--- config.mk ---
export PLATFORM = sky130hd
export DESIGN_NAME = rtca_top
export DESIGN_NICKNAME = d
export VERILOG_FILES = /design/src/rtl/rtca_pkg.sv /design/src/rtl/rtca_mem_if.sv /design/src/rtl/rtca_regmem.sv /design/src/rtl/rtca_trim_dec.sv /design/src/rtl/rtca_top.sv
export SDC_FILE = /design/constraint.sdc
export NUM_CORES = 1
export LEC_CHECK = 0
export BUFFER_PORTS_ARGS = -buffer_cell sky130_fd_sc_hd__clkbuf_2
export CELL_PAD_IN_SITES_DETAIL_PLACEMENT = 1
export CELL_PAD_IN_SITES_GLOBAL_PLACEMENT = 1
export CORE_UTILIZATION = 46
export CTS_CLUSTER_SIZE = 25
export DETAILED_ROUTE_END_ITERATION = 8
export PLACE_DENSITY_LB_ADDON = 0.05
export SYNTH_ARGS = -nofsm -noshare
export SYNTH_HDL_FRONTEND = slang
export SYNTH_HIERARCHICAL = 1
export SYNTH_SLANG_ARGS = --single-unit
--- constraint.sdc ---
create_clock -name clk_sys -period 3.3 [get_ports clk_sys]
set_input_delay 0.165 -clock clk_sys [delete_from_list [all_inputs] [get_ports clk_sys]]
set_output_delay 0.165 -clock clk_sys [all_outputs]
set_load 0.02 [all_outputs]
--- src/rtl/rtca_pkg.sv ---
/*
  rtca_pkg: shared constants and types of the alarm and trim block.
  Assumes byte-wide registers on a five-bit address space behind SPI.
*/
package rtca_pkg;

  // register width and address space
  localparam int          DATA_W      = 8;
  localparam int          ADDR_W      = 5;
  localparam int          REG_DEPTH   = 32;

  // register addresses
  localparam logic [4:0]  ADDR_SECONDS  = 5'h01;
  localparam logic [4:0]  ADDR_DIG_CAL  = 5'h08;
  localparam logic [4:0]  ADDR_AL1_BASE = 5'h0A;
  localparam logic [4:0]  ADDR_AL1_LAST = 5'h0E;
  localparam logic [4:0]  ADDR_FLAGS    = 5'h0F;
  localparam logic [4:0]  ADDR_TRIM     = 5'h12;
  localparam logic [4:0]  ADDR_AL2_CTL  = 5'h13;
  localparam logic [4:0]  ADDR_AL2_BASE = 5'h14;
  localparam logic [4:0]  ADDR_AL2_LAST = 5'h18;

  // alarm bank byte index, offset from the bank base
  localparam int          AL_MONTH = 0;
  localparam int          AL_DATE  = 1;
  localparam int          AL_HOUR  = 2;
  localparam int          AL_MIN   = 3;
  localparam int          AL_SEC   = 4;
  localparam int          AL_BYTES = 5;

  // bit positions of control fields
  localparam int          BIT_OSC_STOP    = 7;  // seconds register
  localparam int          BIT_OUT_LEVEL   = 7;  // digital cal register
  localparam int          BIT_FREQ_TEST   = 6;  // digital cal register
  localparam int          BIT_A1_IRQ_EN   = 7;  // alarm month register
  localparam int          BIT_AL2_ENABLE  = 1;  // alarm 2 control register
  localparam int          BIT_RPT_HI      = 7;  // repeat bit in date, hour, minute and second bytes
  localparam int          BIT_RPT5        = 6;  // second repeat bit, date
  localparam int          BIT_TRIM_SIGN   = 7;

  // flags register layout
  localparam int          FLG_WATCHDOG = 7;
  localparam int          FLG_AF1      = 6;
  localparam int          FLG_AF2      = 5;
  localparam int          FLG_BATT_LOW = 4;
  localparam int          FLG_TIMER    = 3;
  localparam int          FLG_OSC_FAIL = 2;

  // reset values
  localparam logic [7:0]  RST_BYTE     = 8'h00;
  localparam logic        RST_FLAG     = 1'b0;

  // trim, in quarter-picofarad units per crystal side
  localparam logic [7:0]  TRIM_SIDE_NOMINAL_QPF = 8'h64;  // 25 pF
  localparam logic [6:0]  TRIM_MAX_ADD_MAG      = 7'h27;  // code 00100111
  localparam logic [6:0]  TRIM_MAX_REMOVE_MAG   = 7'h48;  // code 11001000

  // spi command byte: top bit marks a write
  localparam int          SPI_WRITE_BIT = 7;
  localparam logic [2:0]  SPI_LAST_BIT  = 3'h7;

  // repeat modes of an alarm
  typedef enum logic [2:0] {
    RPT_SECOND,
    RPT_MINUTE,
    RPT_HOUR,
    RPT_DAY,
    RPT_MONTH,
    RPT_YEAR
  } rtca_rpt_mode_t;

endpackage : rtca_pkg

--- src/rtl/rtca_mem_if.sv ---
/*
  rtca_mem_if: port of the register byte store.
  Assumes a single writer and a registered read of one address.
*/
`timescale 1ns/100ps
interface rtca_mem_if #(
  parameter int AW = 5,
  parameter int DW = 8
);
  logic [AW-1:0] addr;
  logic [DW-1:0] wdata;
  logic          we;
  logic [DW-1:0] rdata;

  modport ctrl  (output addr, output wdata, output we, input rdata);
  modport store (input addr, input wdata, input we, output rdata);
endinterface : rtca_mem_if

--- src/rtl/rtca_regmem.sv ---
/*
  rtca_regmem: byte store behind the serial port, user storage included.
  Assumes the same clock and synchronous reset as its controller.
*/
`timescale 1ns/100ps
module rtca_regmem #(
  parameter int DEPTH = 32
) (
  input  wire logic  clk_sys,
  input  wire logic  rst_n,
  rtca_mem_if.store  mem
);
  logic [7:0] store_r [DEPTH];

  // write port, cleared at reset
  always_ff @(posedge clk_sys)
  begin
    if (!rst_n)
    begin
      for (int i = 0; i < DEPTH; i++)
        store_r[i] <= rtca_pkg::RST_BYTE;
    end
    else if (mem.we)
      store_r[mem.addr] <= mem.wdata;
  end

  // registered read
  always_ff @(posedge clk_sys)
  begin
    if (!rst_n)
      mem.rdata <= rtca_pkg::RST_BYTE;
    else
      mem.rdata <= store_r[mem.addr];
  end
endmodule : rtca_regmem

--- src/rtl/rtca_trim_dec.sv ---
/*
  rtca_trim_dec: turns the load trim byte into a per-side capacitance code.
  Assumes the analog array accepts quarter-picofarad steps per side.
*/
`timescale 1ns/100ps
module rtca_trim_dec (
  input  wire logic [7:0] trim_code,
  output logic      [7:0] side_cap_qpf,
  output logic            trim_valid
);
  logic       trim_sign;
  logic [6:0] trim_magnitude;

  assign trim_sign      = trim_code[rtca_pkg::BIT_TRIM_SIGN];
  assign trim_magnitude = trim_code[6:0];  // weights 0.25pF .. 16pF

  // sign picks add or remove, out-of-range codes fall back to nominal
  always_comb
  begin
    trim_valid   = 1'b1;
    side_cap_qpf = rtca_pkg::TRIM_SIDE_NOMINAL_QPF;
    if (trim_magnitude == 7'h00)
      side_cap_qpf = rtca_pkg::TRIM_SIDE_NOMINAL_QPF;
    else if (!trim_sign)
    begin
      if (trim_magnitude <= rtca_pkg::TRIM_MAX_ADD_MAG)
        side_cap_qpf = rtca_pkg::TRIM_SIDE_NOMINAL_QPF
                       + {1'b0, trim_magnitude};  // adds load
      else
        trim_valid = 1'b0;
    end
    else
    begin
      if (trim_magnitude <= rtca_pkg::TRIM_MAX_REMOVE_MAG)
        side_cap_qpf = rtca_pkg::TRIM_SIDE_NOMINAL_QPF
                       - {1'b0, trim_magnitude};  // removes load
      else
        trim_valid = 1'b0;
    end
  end
endmodule : rtca_trim_dec

--- src/rtl/rtca_top.sv ---
/*
  rtca_top: alarm matching, alarm flags, test output and load trim of a
  serial real-time clock, with the positive-clock SPI register port.
  Assumes the timekeeping counters and the oscillator divider chain sit
  outside on clk_sys; the SPI pins arrive asynchronous to clk_sys.
*/
// Contract
// - seven-bit trim magnitude, 0.25pF to 16pF
// - trim sign zero adds, one removes capacitance
// - zero magnitude gives nominal load
// - largest valid add and remove codes
// - invalid trim code falls back to 25pF
// - test and level bits, running oscillator: 512Hz
// - test output uses uncorrected divider timebase
// - alarm banks at 0Ah-0Eh and 14h-18h
// - each alarm has own match and repeat
// - repeat codes select second through year
// - undefined repeat codes act per second
// - match sets that alarm's flag
// - first alarm enable drives low output
// - pointer on flags address blocks alarms
// - reading flags clears flag and interrupt
// - clearing read still returns the set flag
// - matching keeps working on backup supply
// - second alarm only when enable bit set
// - flags register bit layout
`timescale 1ns/100ps
module rtca_top #(
  parameter int REG_DEPTH = 32
) (
  input  wire logic       clk_sys,
  input  wire logic       rst_n,
  input  wire logic       spi_scl,
  input  wire logic       spi_sdi,
  input  wire logic       spi_ce_n,
  output logic            spi_sdo,
  output logic            spi_sdo_oe,
  input  wire logic       sec_tick,
  input  wire logic [6:0] cur_second,
  input  wire logic [6:0] cur_minute,
  input  wire logic [5:0] cur_hour,
  input  wire logic [5:0] cur_date,
  input  wire logic [4:0] cur_month,
  input  wire logic       tick_1024hz,
  input  wire logic       battery_low_flag,
  input  wire logic       oscillator_fail_flag,
  output logic            interrupt_test_output_n,
  output logic      [7:0] osc_side_cap_qpf,
  output logic            trim_code_valid
);

  // repeat bits of a bank, ordered fifth down to first
  function automatic logic [4:0] rtca_rpt_bits(
    input logic [4:0][7:0] bank
  );
    rtca_rpt_bits = {bank[rtca_pkg::AL_DATE][rtca_pkg::BIT_RPT5],
                     bank[rtca_pkg::AL_DATE][rtca_pkg::BIT_RPT_HI],
                     bank[rtca_pkg::AL_HOUR][rtca_pkg::BIT_RPT_HI],
                     bank[rtca_pkg::AL_MIN][rtca_pkg::BIT_RPT_HI],
                     bank[rtca_pkg::AL_SEC][rtca_pkg::BIT_RPT_HI]};
  endfunction : rtca_rpt_bits

  // repeat code to mode
  function automatic rtca_pkg::rtca_rpt_mode_t rtca_rpt_decode(
    input logic [4:0] rpt
  );
    case (rpt)
      5'h1F:   rtca_rpt_decode = rtca_pkg::RPT_SECOND;
      5'h1E:   rtca_rpt_decode = rtca_pkg::RPT_MINUTE;
      5'h1C:   rtca_rpt_decode = rtca_pkg::RPT_HOUR;
      5'h18:   rtca_rpt_decode = rtca_pkg::RPT_DAY;
      5'h10:   rtca_rpt_decode = rtca_pkg::RPT_MONTH;
      5'h00:   rtca_rpt_decode = rtca_pkg::RPT_YEAR;
      default: rtca_rpt_decode = rtca_pkg::RPT_SECOND;
    endcase
  endfunction : rtca_rpt_decode

  // compares one alarm bank against the current time under its mode
  function automatic logic rtca_alarm_match(
    input logic [4:0][7:0] bank,
    input logic      [6:0] sec,
    input logic      [6:0] min,
    input logic      [5:0] hour,
    input logic      [5:0] date,
    input logic      [4:0] month
  );
    logic eq_s;
    logic eq_m;
    logic eq_h;
    logic eq_d;
    logic eq_mo;
    eq_s  = bank[rtca_pkg::AL_SEC][6:0]   == sec;
    eq_m  = bank[rtca_pkg::AL_MIN][6:0]   == min;
    eq_h  = bank[rtca_pkg::AL_HOUR][5:0]  == hour;
    eq_d  = bank[rtca_pkg::AL_DATE][5:0]  == date;  // zero never hits
    eq_mo = bank[rtca_pkg::AL_MONTH][4:0] == month;
    unique case (rtca_rpt_decode(rtca_rpt_bits(bank)))
      rtca_pkg::RPT_SECOND: rtca_alarm_match = 1'b1;
      rtca_pkg::RPT_MINUTE: rtca_alarm_match = eq_s;
      rtca_pkg::RPT_HOUR:   rtca_alarm_match = eq_s & eq_m;
      rtca_pkg::RPT_DAY:    rtca_alarm_match = eq_s & eq_m & eq_h;
      rtca_pkg::RPT_MONTH:  rtca_alarm_match = eq_s & eq_m & eq_h & eq_d;
      rtca_pkg::RPT_YEAR:
        rtca_alarm_match = eq_s & eq_m & eq_h & eq_d & eq_mo;
    endcase
  endfunction : rtca_alarm_match

  // pin synchronisers and edge history
  logic [2:0] scl_sync_r;
  logic [1:0] sdi_sync_r;
  logic [2:0] ce_sync_r;
  logic [1:0] bl_sync_r;
  logic [1:0] of_sync_r;
  logic       scl_rise;
  logic       scl_fall;
  logic       ce_active;
  logic       ce_start;

  // serial engine state
  logic [7:0] rx_r;
  logic [2:0] bit_cnt_r;
  logic       cmd_phase_r;
  logic       is_write_r;
  logic [4:0] ptr_r;
  logic [7:0] tx_r;
  logic       load_pend_r;
  logic       byte_done;
  logic [7:0] rx_byte;
  logic       tx_load;

  // registers snooped from writes
  logic [4:0][7:0] al1_r;
  logic [4:0][7:0] al2_r;
  logic [7:0]      trim_r;
  logic            al2_en_r;
  logic            osc_stop_r;
  logic            out_level_r;
  logic            freq_test_r;

  // alarm state
  logic            af1_r;
  logic            af2_r;
  logic            af1_nxt;
  logic            af2_nxt;
  logic            hit1;
  logic            hit2;
  logic            flags_clear;
  logic            ft_sq_r;
  logic            int_out_r;
  logic            int_out_nxt;
  logic            alarm_irq;
  logic [7:0]      flags_val;
  logic            wr_strobe;

  rtca_mem_if #(.AW(rtca_pkg::ADDR_W), .DW(rtca_pkg::DATA_W)) mem_bus ();

  // byte store for every register except flags, user bytes included
  rtca_regmem #(
    .DEPTH   (REG_DEPTH)
  ) u_regmem (
    .clk_sys (clk_sys),
    .rst_n   (rst_n),
    .mem     (mem_bus.store)
  );

  // capacitance code for the oscillator load array
  rtca_trim_dec u_trim_dec (
    .trim_code    (trim_r),
    .side_cap_qpf (osc_side_cap_qpf),
    .trim_valid   (trim_code_valid)
  );

  // two-stage synchronisers, third stage only for edge history
  always_ff @(posedge clk_sys)
  begin
    if (!rst_n)
    begin
      scl_sync_r <= 3'h0;
      sdi_sync_r <= 2'h0;
      ce_sync_r  <= 3'h7;
      bl_sync_r  <= 2'h0;
      of_sync_r  <= 2'h0;
    end
    else
    begin
      scl_sync_r <= {scl_sync_r[1:0], spi_scl};
      sdi_sync_r <= {sdi_sync_r[0], spi_sdi};
      ce_sync_r  <= {ce_sync_r[1:0], spi_ce_n};
      bl_sync_r  <= {bl_sync_r[0], battery_low_flag};
      of_sync_r  <= {of_sync_r[0], oscillator_fail_flag};
    end
  end

  // edges seen on the synchronised pins
  assign scl_rise  = scl_sync_r[1] & ~scl_sync_r[2];
  assign scl_fall  = ~scl_sync_r[1] & scl_sync_r[2];
  assign ce_active = ~ce_sync_r[1];
  assign ce_start  = ~ce_sync_r[1] & ce_sync_r[2];
  assign rx_byte   = {rx_r[6:0], sdi_sync_r[1]};
  assign byte_done = ce_active & scl_rise & (bit_cnt_r == rtca_pkg::SPI_LAST_BIT);

  // shift in on rising clock, count bits of the current byte
  always_ff @(posedge clk_sys)
  begin
    if (!rst_n)
    begin
      rx_r      <= rtca_pkg::RST_BYTE;
      bit_cnt_r <= 3'h0;
    end
    else if (ce_start || !ce_active)
      bit_cnt_r <= 3'h0;
    else if (scl_rise)
    begin
      rx_r      <= rx_byte;
      bit_cnt_r <= bit_cnt_r + 3'h1;
    end
  end

  // command byte sets direction and pointer; data bytes advance it
  always_ff @(posedge clk_sys)
  begin
    if (!rst_n)
    begin
      cmd_phase_r <= 1'b1;
      is_write_r  <= 1'b0;
      ptr_r       <= 5'h00;
    end
    else if (ce_start)
      cmd_phase_r <= 1'b1;
    else if (byte_done && cmd_phase_r)
    begin
      cmd_phase_r <= 1'b0;
      is_write_r  <= rx_byte[rtca_pkg::SPI_WRITE_BIT];
      ptr_r       <= rx_byte[4:0];
    end
    else if ((byte_done && is_write_r) || tx_load)
      ptr_r <= ptr_r + 5'h01;  // pointer rests past last byte
  end

  // read data are loaded on the falling edge after a byte boundary
  assign tx_load = ce_active & scl_fall & load_pend_r;

  always_ff @(posedge clk_sys)
  begin
    if (!rst_n)
      load_pend_r <= 1'b0;
    else if (!ce_active)
      load_pend_r <= 1'b0;
    else if (byte_done)
      load_pend_r <= cmd_phase_r ? ~rx_byte[rtca_pkg::SPI_WRITE_BIT]
                                 : ~is_write_r;
    else if (tx_load)
      load_pend_r <= 1'b0;
  end

  // flags as read; alarm flags shown before the read clears them
  always_comb
  begin
    flags_val                          = 8'h00;  // low bits zero
    flags_val[rtca_pkg::FLG_WATCHDOG]  = 1'b0;
    flags_val[rtca_pkg::FLG_AF1]       = af1_r;
    flags_val[rtca_pkg::FLG_AF2]       = af2_r;
    flags_val[rtca_pkg::FLG_BATT_LOW]  = bl_sync_r[1];
    flags_val[rtca_pkg::FLG_TIMER]     = 1'b0;
    flags_val[rtca_pkg::FLG_OSC_FAIL]  = of_sync_r[1];
  end

  // transmit shifter, msb first, shifted on falling clock
  always_ff @(posedge clk_sys)
  begin
    if (!rst_n)
      tx_r <= rtca_pkg::RST_BYTE;
    else if (tx_load)
      tx_r <= (ptr_r == rtca_pkg::ADDR_FLAGS) ? flags_val
                                              : mem_bus.rdata;
    else if (ce_active && scl_fall)
      tx_r <= {tx_r[6:0], 1'b0};
  end

  // data out driven only while a read is selected
  assign spi_sdo    = tx_r[7];
  assign spi_sdo_oe = ce_active & ~is_write_r & ~cmd_phase_r & ~ce_start;

  // byte store port: reads follow the pointer, writes land on it
  assign wr_strobe     = byte_done & ~cmd_phase_r & is_write_r;
  assign mem_bus.addr  = ptr_r;
  assign mem_bus.wdata = rx_byte;
  assign mem_bus.we    = wr_strobe & (ptr_r != rtca_pkg::ADDR_FLAGS);

  // alarm banks follow writes to their address windows
  always_ff @(posedge clk_sys)
  begin
    if (!rst_n)
    begin
      al1_r <= '0;
      al2_r <= '0;
    end
    else if (wr_strobe)
    begin
      if (ptr_r >= rtca_pkg::ADDR_AL1_BASE
          && ptr_r <= rtca_pkg::ADDR_AL1_LAST)
        al1_r[3'(ptr_r - rtca_pkg::ADDR_AL1_BASE)] <= rx_byte;
      if (ptr_r >= rtca_pkg::ADDR_AL2_BASE
          && ptr_r <= rtca_pkg::ADDR_AL2_LAST)
        al2_r[3'(ptr_r - rtca_pkg::ADDR_AL2_BASE)] <= rx_byte;
    end
  end

  // control bits follow writes to their registers
  always_ff @(posedge clk_sys)
  begin
    if (!rst_n)
    begin
      trim_r      <= rtca_pkg::RST_BYTE;
      al2_en_r    <= rtca_pkg::RST_FLAG;  // alarm 2 off after reset
      osc_stop_r  <= rtca_pkg::RST_FLAG;
      out_level_r <= rtca_pkg::RST_FLAG;
      freq_test_r <= rtca_pkg::RST_FLAG;
    end
    else if (wr_strobe)
    begin
      unique case (ptr_r)
        rtca_pkg::ADDR_TRIM:
          trim_r <= rx_byte;
        rtca_pkg::ADDR_AL2_CTL:
          al2_en_r <= rx_byte[rtca_pkg::BIT_AL2_ENABLE];
        rtca_pkg::ADDR_SECONDS:
          osc_stop_r <= rx_byte[rtca_pkg::BIT_OSC_STOP];
        rtca_pkg::ADDR_DIG_CAL:
        begin
          out_level_r <= rx_byte[rtca_pkg::BIT_OUT_LEVEL];
          freq_test_r <= rx_byte[rtca_pkg::BIT_FREQ_TEST];
        end
        default:
          ;
      endcase
    end
  end

  // one evaluation per seconds update, held off on the flags address
  assign hit1 = sec_tick & (ptr_r != rtca_pkg::ADDR_FLAGS)
              & rtca_alarm_match(al1_r, cur_second, cur_minute,
                                 cur_hour, cur_date, cur_month);
  assign hit2 = sec_tick & al2_en_r
              & (ptr_r != rtca_pkg::ADDR_FLAGS)
              & rtca_alarm_match(al2_r, cur_second, cur_minute,
                                 cur_hour, cur_date, cur_month);

  // loading the flags byte for a read clears both alarm flags
  assign flags_clear = tx_load & (ptr_r == rtca_pkg::ADDR_FLAGS);

  // set wins over the clearing read in the same cycle
  assign af1_nxt = hit1 | (af1_r & ~flags_clear);
  assign af2_nxt = hit2 | (af2_r & ~flags_clear);

  // sticky alarm flags, no supply gating so backup mode keeps them
  always_ff @(posedge clk_sys)
  begin
    if (!rst_n)
    begin
      af1_r <= rtca_pkg::RST_FLAG;
      af2_r <= rtca_pkg::RST_FLAG;
    end
    else
    begin
      af1_r <= af1_nxt;
      af2_r <= af2_nxt;
    end
  end

  // square wave from the raw divider tap, ahead of digital correction
  always_ff @(posedge clk_sys)
  begin
    if (!rst_n)
      ft_sq_r <= 1'b0;
    else if (tick_1024hz)
      ft_sq_r <= ~ft_sq_r;
  end

  // alarm interrupt gated by the first alarm enable
  assign alarm_irq = al1_r[rtca_pkg::AL_MONTH][rtca_pkg::BIT_A1_IRQ_EN]
                   & (af1_r | af2_r);

  // combined output: test square, else alarm low, else level bit
  always_comb
  begin
    if (freq_test_r && out_level_r && !osc_stop_r)
      int_out_nxt = ft_sq_r;
    else if (alarm_irq)
      int_out_nxt = 1'b0;
    else
      int_out_nxt = out_level_r;
  end

  // registered pin drive
  always_ff @(posedge clk_sys)
  begin
    if (!rst_n)
      int_out_r <= 1'b0;
    else
      int_out_r <= int_out_nxt;
  end

  assign interrupt_test_output_n = int_out_r;

endmodule : rtca_top

==> impl_metrics.json <==
{
  "irDropWorstVdd_mv": 0.407,
  "rsz0062_at_grt": "false",
  "met3_usage_pct": 3.24,
  "drt-total-wl_mm": 49.4,
  "grt_max_degree": 108,
  "syn_inst": 1592,
  "min_from": "cur_date[4]",
  "first_pass_iters": 5,
  "ys_warn_count": 6,
  "synth-simple-area-share_pct": 18.2,
  "stdcell_area_sq_um": 20800,
  "nNetsFinal": 1705,
  "end_kind": "flip-flop",
  "synth-edff-count": 256,
  "post-route-util_pct": 53.2,
  "relSlewSlack_pct": 26.3,
  "synth-xor-area-share_pct": 3.19,
  "syn_nets": 1646,
  "ff_latch_area_sq_um": 10400,
  "area_delta_synth_final_pct": 13.0,
  "final-hold-violation-count": 0,
  "place.port_buffers": 51,
  "busiest_layer": "met2",
  "viasPerCell": 5.58,
  "period_needed_ns": 2.99,
  "whs_endpoint": "af2_r",
  "synth_top_family_by_area": "simple AND/OR/NAND/NOR gates",
  "fin_ws_ns": 0.310,
  "hp-class": "input port to flip-flop",
  "placed_area_sq_um": 19400,
  "muxShareOfSynthArea_pct": 10.7,
  "cts_setup_buffers": 0,
  "cts_tree": "done",
  "grt_pass1_wl_mm": 77.1,
  "holdWs_ns": 0.0551,
  "synth_ff_type": "edfxtp_1",
  "setup_viol": 0,
  "status": "completed",
  "met2_usage_pct": 40.9,
  "multi_input_area_sq_um": 7500,
  "wl_per_cell_um": 22.4,
  "clock-skew-final_ns": 0.0154,
  "fin_crit_sh_pct": 90.6,
  "synthAdderAreaFrac_pct": 0.952,
  "p_per_area_nw_per_um2": 503,
  "r2r_end": "u_regmem/store_r[24][4]",
  "grt_antenna_before_repair": 0,
  "p_leak_uw": 0.00725,
  "drive_gt1_share_pct": 12.9,
  "timing.fmax_mhz": 334,
  "worstMarginPinSlew_ns": 1.11,
  "cp.required_ns": 3.52,
  "root_buffer": "clkbuf_16",
  "dpl.hpwl_mm": 32.6,
  "ant_nets": 0,
  "clkTransAtPathRegs_ns": 0.06,
  "routabilityCongestion": 0.815,
  "synth_seq_cells": 391,
  "first_iter_violations": 739,
  "grt_use_met1_pct": 34.0,
  "rr_startpoint": "bit_cnt_r[0]",
  "h-tree-depth": 2,
  "drc": 0,
  "grt_pass1_vias": 13000,
  "cp_max_fo": 9,
  "die_w_um": 202,
  "syn_area_sq_um": 18400,
  "async_reset_ff_share_pct": 0,
  "cts_buffers": 43,
  "worstPathArrival_ns": 3.21,
  "avgSynthCellArea_sq_um": 11.6,
  "grt_use_total_pct": 24.9,
  "gr-total-overflow": 0,
  "num_rows": 72,
  "yosysSeqAreaShare_pct": 56.5,
  "dieArea_sq_um": 40800,
  "vias": 12300,
  "ios": 52,
  "core_sq_um": 39100,
  "synth_compound_area_share_pct": 7.68,
  "timing.max_cap.violations": 0,
  "start_util_pct": 47.1,
  "slew_viol_final": 0,
  "hold_depth": 4,
  "r2r_setup_slack_ns": 0.31,
  "pre_cts_slack_ns": 0.342,
  "ys_types": 74,
  "fill_cells": 4088,
  "critPathKind": "flip-flop to flip-flop",
  "worstSetupStartpointType": "flip-flop",
  "clkLatencyLatePin_ns": 0.56,
  "tns_ns": 0,
  "reg2regPathDepth": 9,
  "cts_sinks": 391,
  "cts_buffer_depth": 3,
  "fp.dieH_um": 202
}
[what timing repair did]
action | CTS | global route
gates resized for setup | 0 | 0
endpoints found under the hold margin | 6 | 0
endpoints found under the setup margin | 0 | 0
hold buffers | 6 | 0
[Yosys cell counts, drive strengths merged (5+ instances only)]
master	number	area, sq um
nand2b	11	68.8
a21boi	8	60.1
a31oi	5	31.3
nor3	14	85.1
nand4b	6	52.6
clkbuf	66	249
a21oi	48	240
nand4bb	6	67.6
and2	269	1680
nand2	69	272
dfxtp	135	2700
xnor2	32	280
a211oi	5	37.5
edfxtp	256	7690
inv	14	52.6
nor4	31	269
nand4	8	56.3
buf	37	209
nand3	12	65.1
o22ai	64	407
nor2	127	534
ha	14	175
o21ai	64	324
mux2i	197	1970
xor2	35	307
[power breakdown]
group	switching, uW	internal [uW]
registers	55.2	5340
clock network	1950	2820
logic	189	113
[worst max path at each step]
stage	startpoint	endpoint	slack (ns)	depth (start not counted)
finish	bit_cnt_r[0]	u_regmem/store_r[24][4]	0.31	9
global route	bit_cnt_r[0]	u_regmem/store_r[24][7]	0.13	9
CTS	bit_cnt_r[0]	u_regmem/store_r[24][4]	0.30	9
detailed placement	bit_cnt_r[0]	u_regmem/store_r[24][4]	0.34	9
global placement	bit_cnt_r[0]	u_regmem/store_r[28][1]	0.43	10
floorplan	mem_bus.addr[0]	u_regmem/store_r[12][0]	0.14	10
[critical path, cell delays in order, from the launching register on]
cell and delay, ns:
dfxtp_1 0.36, ha_1 0.17, ha_1 0.19, and4bb_4 0.30
nand2_4 0.11, nor2_1 0.17, nand2_1 0.06, or3_1 0.49
nor3_2 0.38, nand2b_1 0.41
[per-stage QoR]
| step | power [uW] | instances |
|---|---|---|
| floorplan | 5630 | 1592 |
| global placement | 5780 | 2118 |
| detailed placement | 5800 | 2118 |
| CTS | 10600 | 2203 |
| global route | 10800 | 2203 |
| finish | 10500 | 2204 |
[metal layers]
layer,share of wire [%],vias to the layer above
met4,2.1,0
met5,0,-
met1,46,6200
met3,3.8,63
met2,48,216
li1,-,5828
[layout by cell type (no fill, tap or decap), types with 51 or more instances in the layout]
cell type,instances
and2_1,269
buf_4,57
clkbuf_2,51
dfxtp_1,126
edfxtp_1,256
mux2i_1,197
nand2_1,66
nor2_1,116
o21ai_0,63
o22ai_1,63
[cells by family after synthesis]
group | count (synthesis)
simple gates | 578
buf+inv | 117
mux | 197
xor+xnor | 67
fa+ha+maj | 14
flops | 391
compound gates | 228
[cell type report]
| cell class | count | area share [%] |
|---|---|---|
| Clock buffer | 55 | 5.64 |
| Tap cell | 518 | 3.12 |
| Clock inverter | 24 | 1.04 |
| Multi-Input combinational cell | 1084 | 36.1 |
| Sequential cell | 391 | 50.0 |
| Inverter | 14 | 0.259 |
| Antenna cell | 1 | 0.0120 |
| Timing Repair Buffer | 117 | 3.86 |
[state kept, by name, summed over array words and instances (netlist names), 5 cells and up]
name / cells
trim_r: 8
rx_r: 7
u_regmem/store_r: 256
al1_r: 37
mem_bus.addr: 5
tx_r: 8
al2_r: 36
u_regmem/mem.rdata: 8
(Power assumes the default switching activity.)
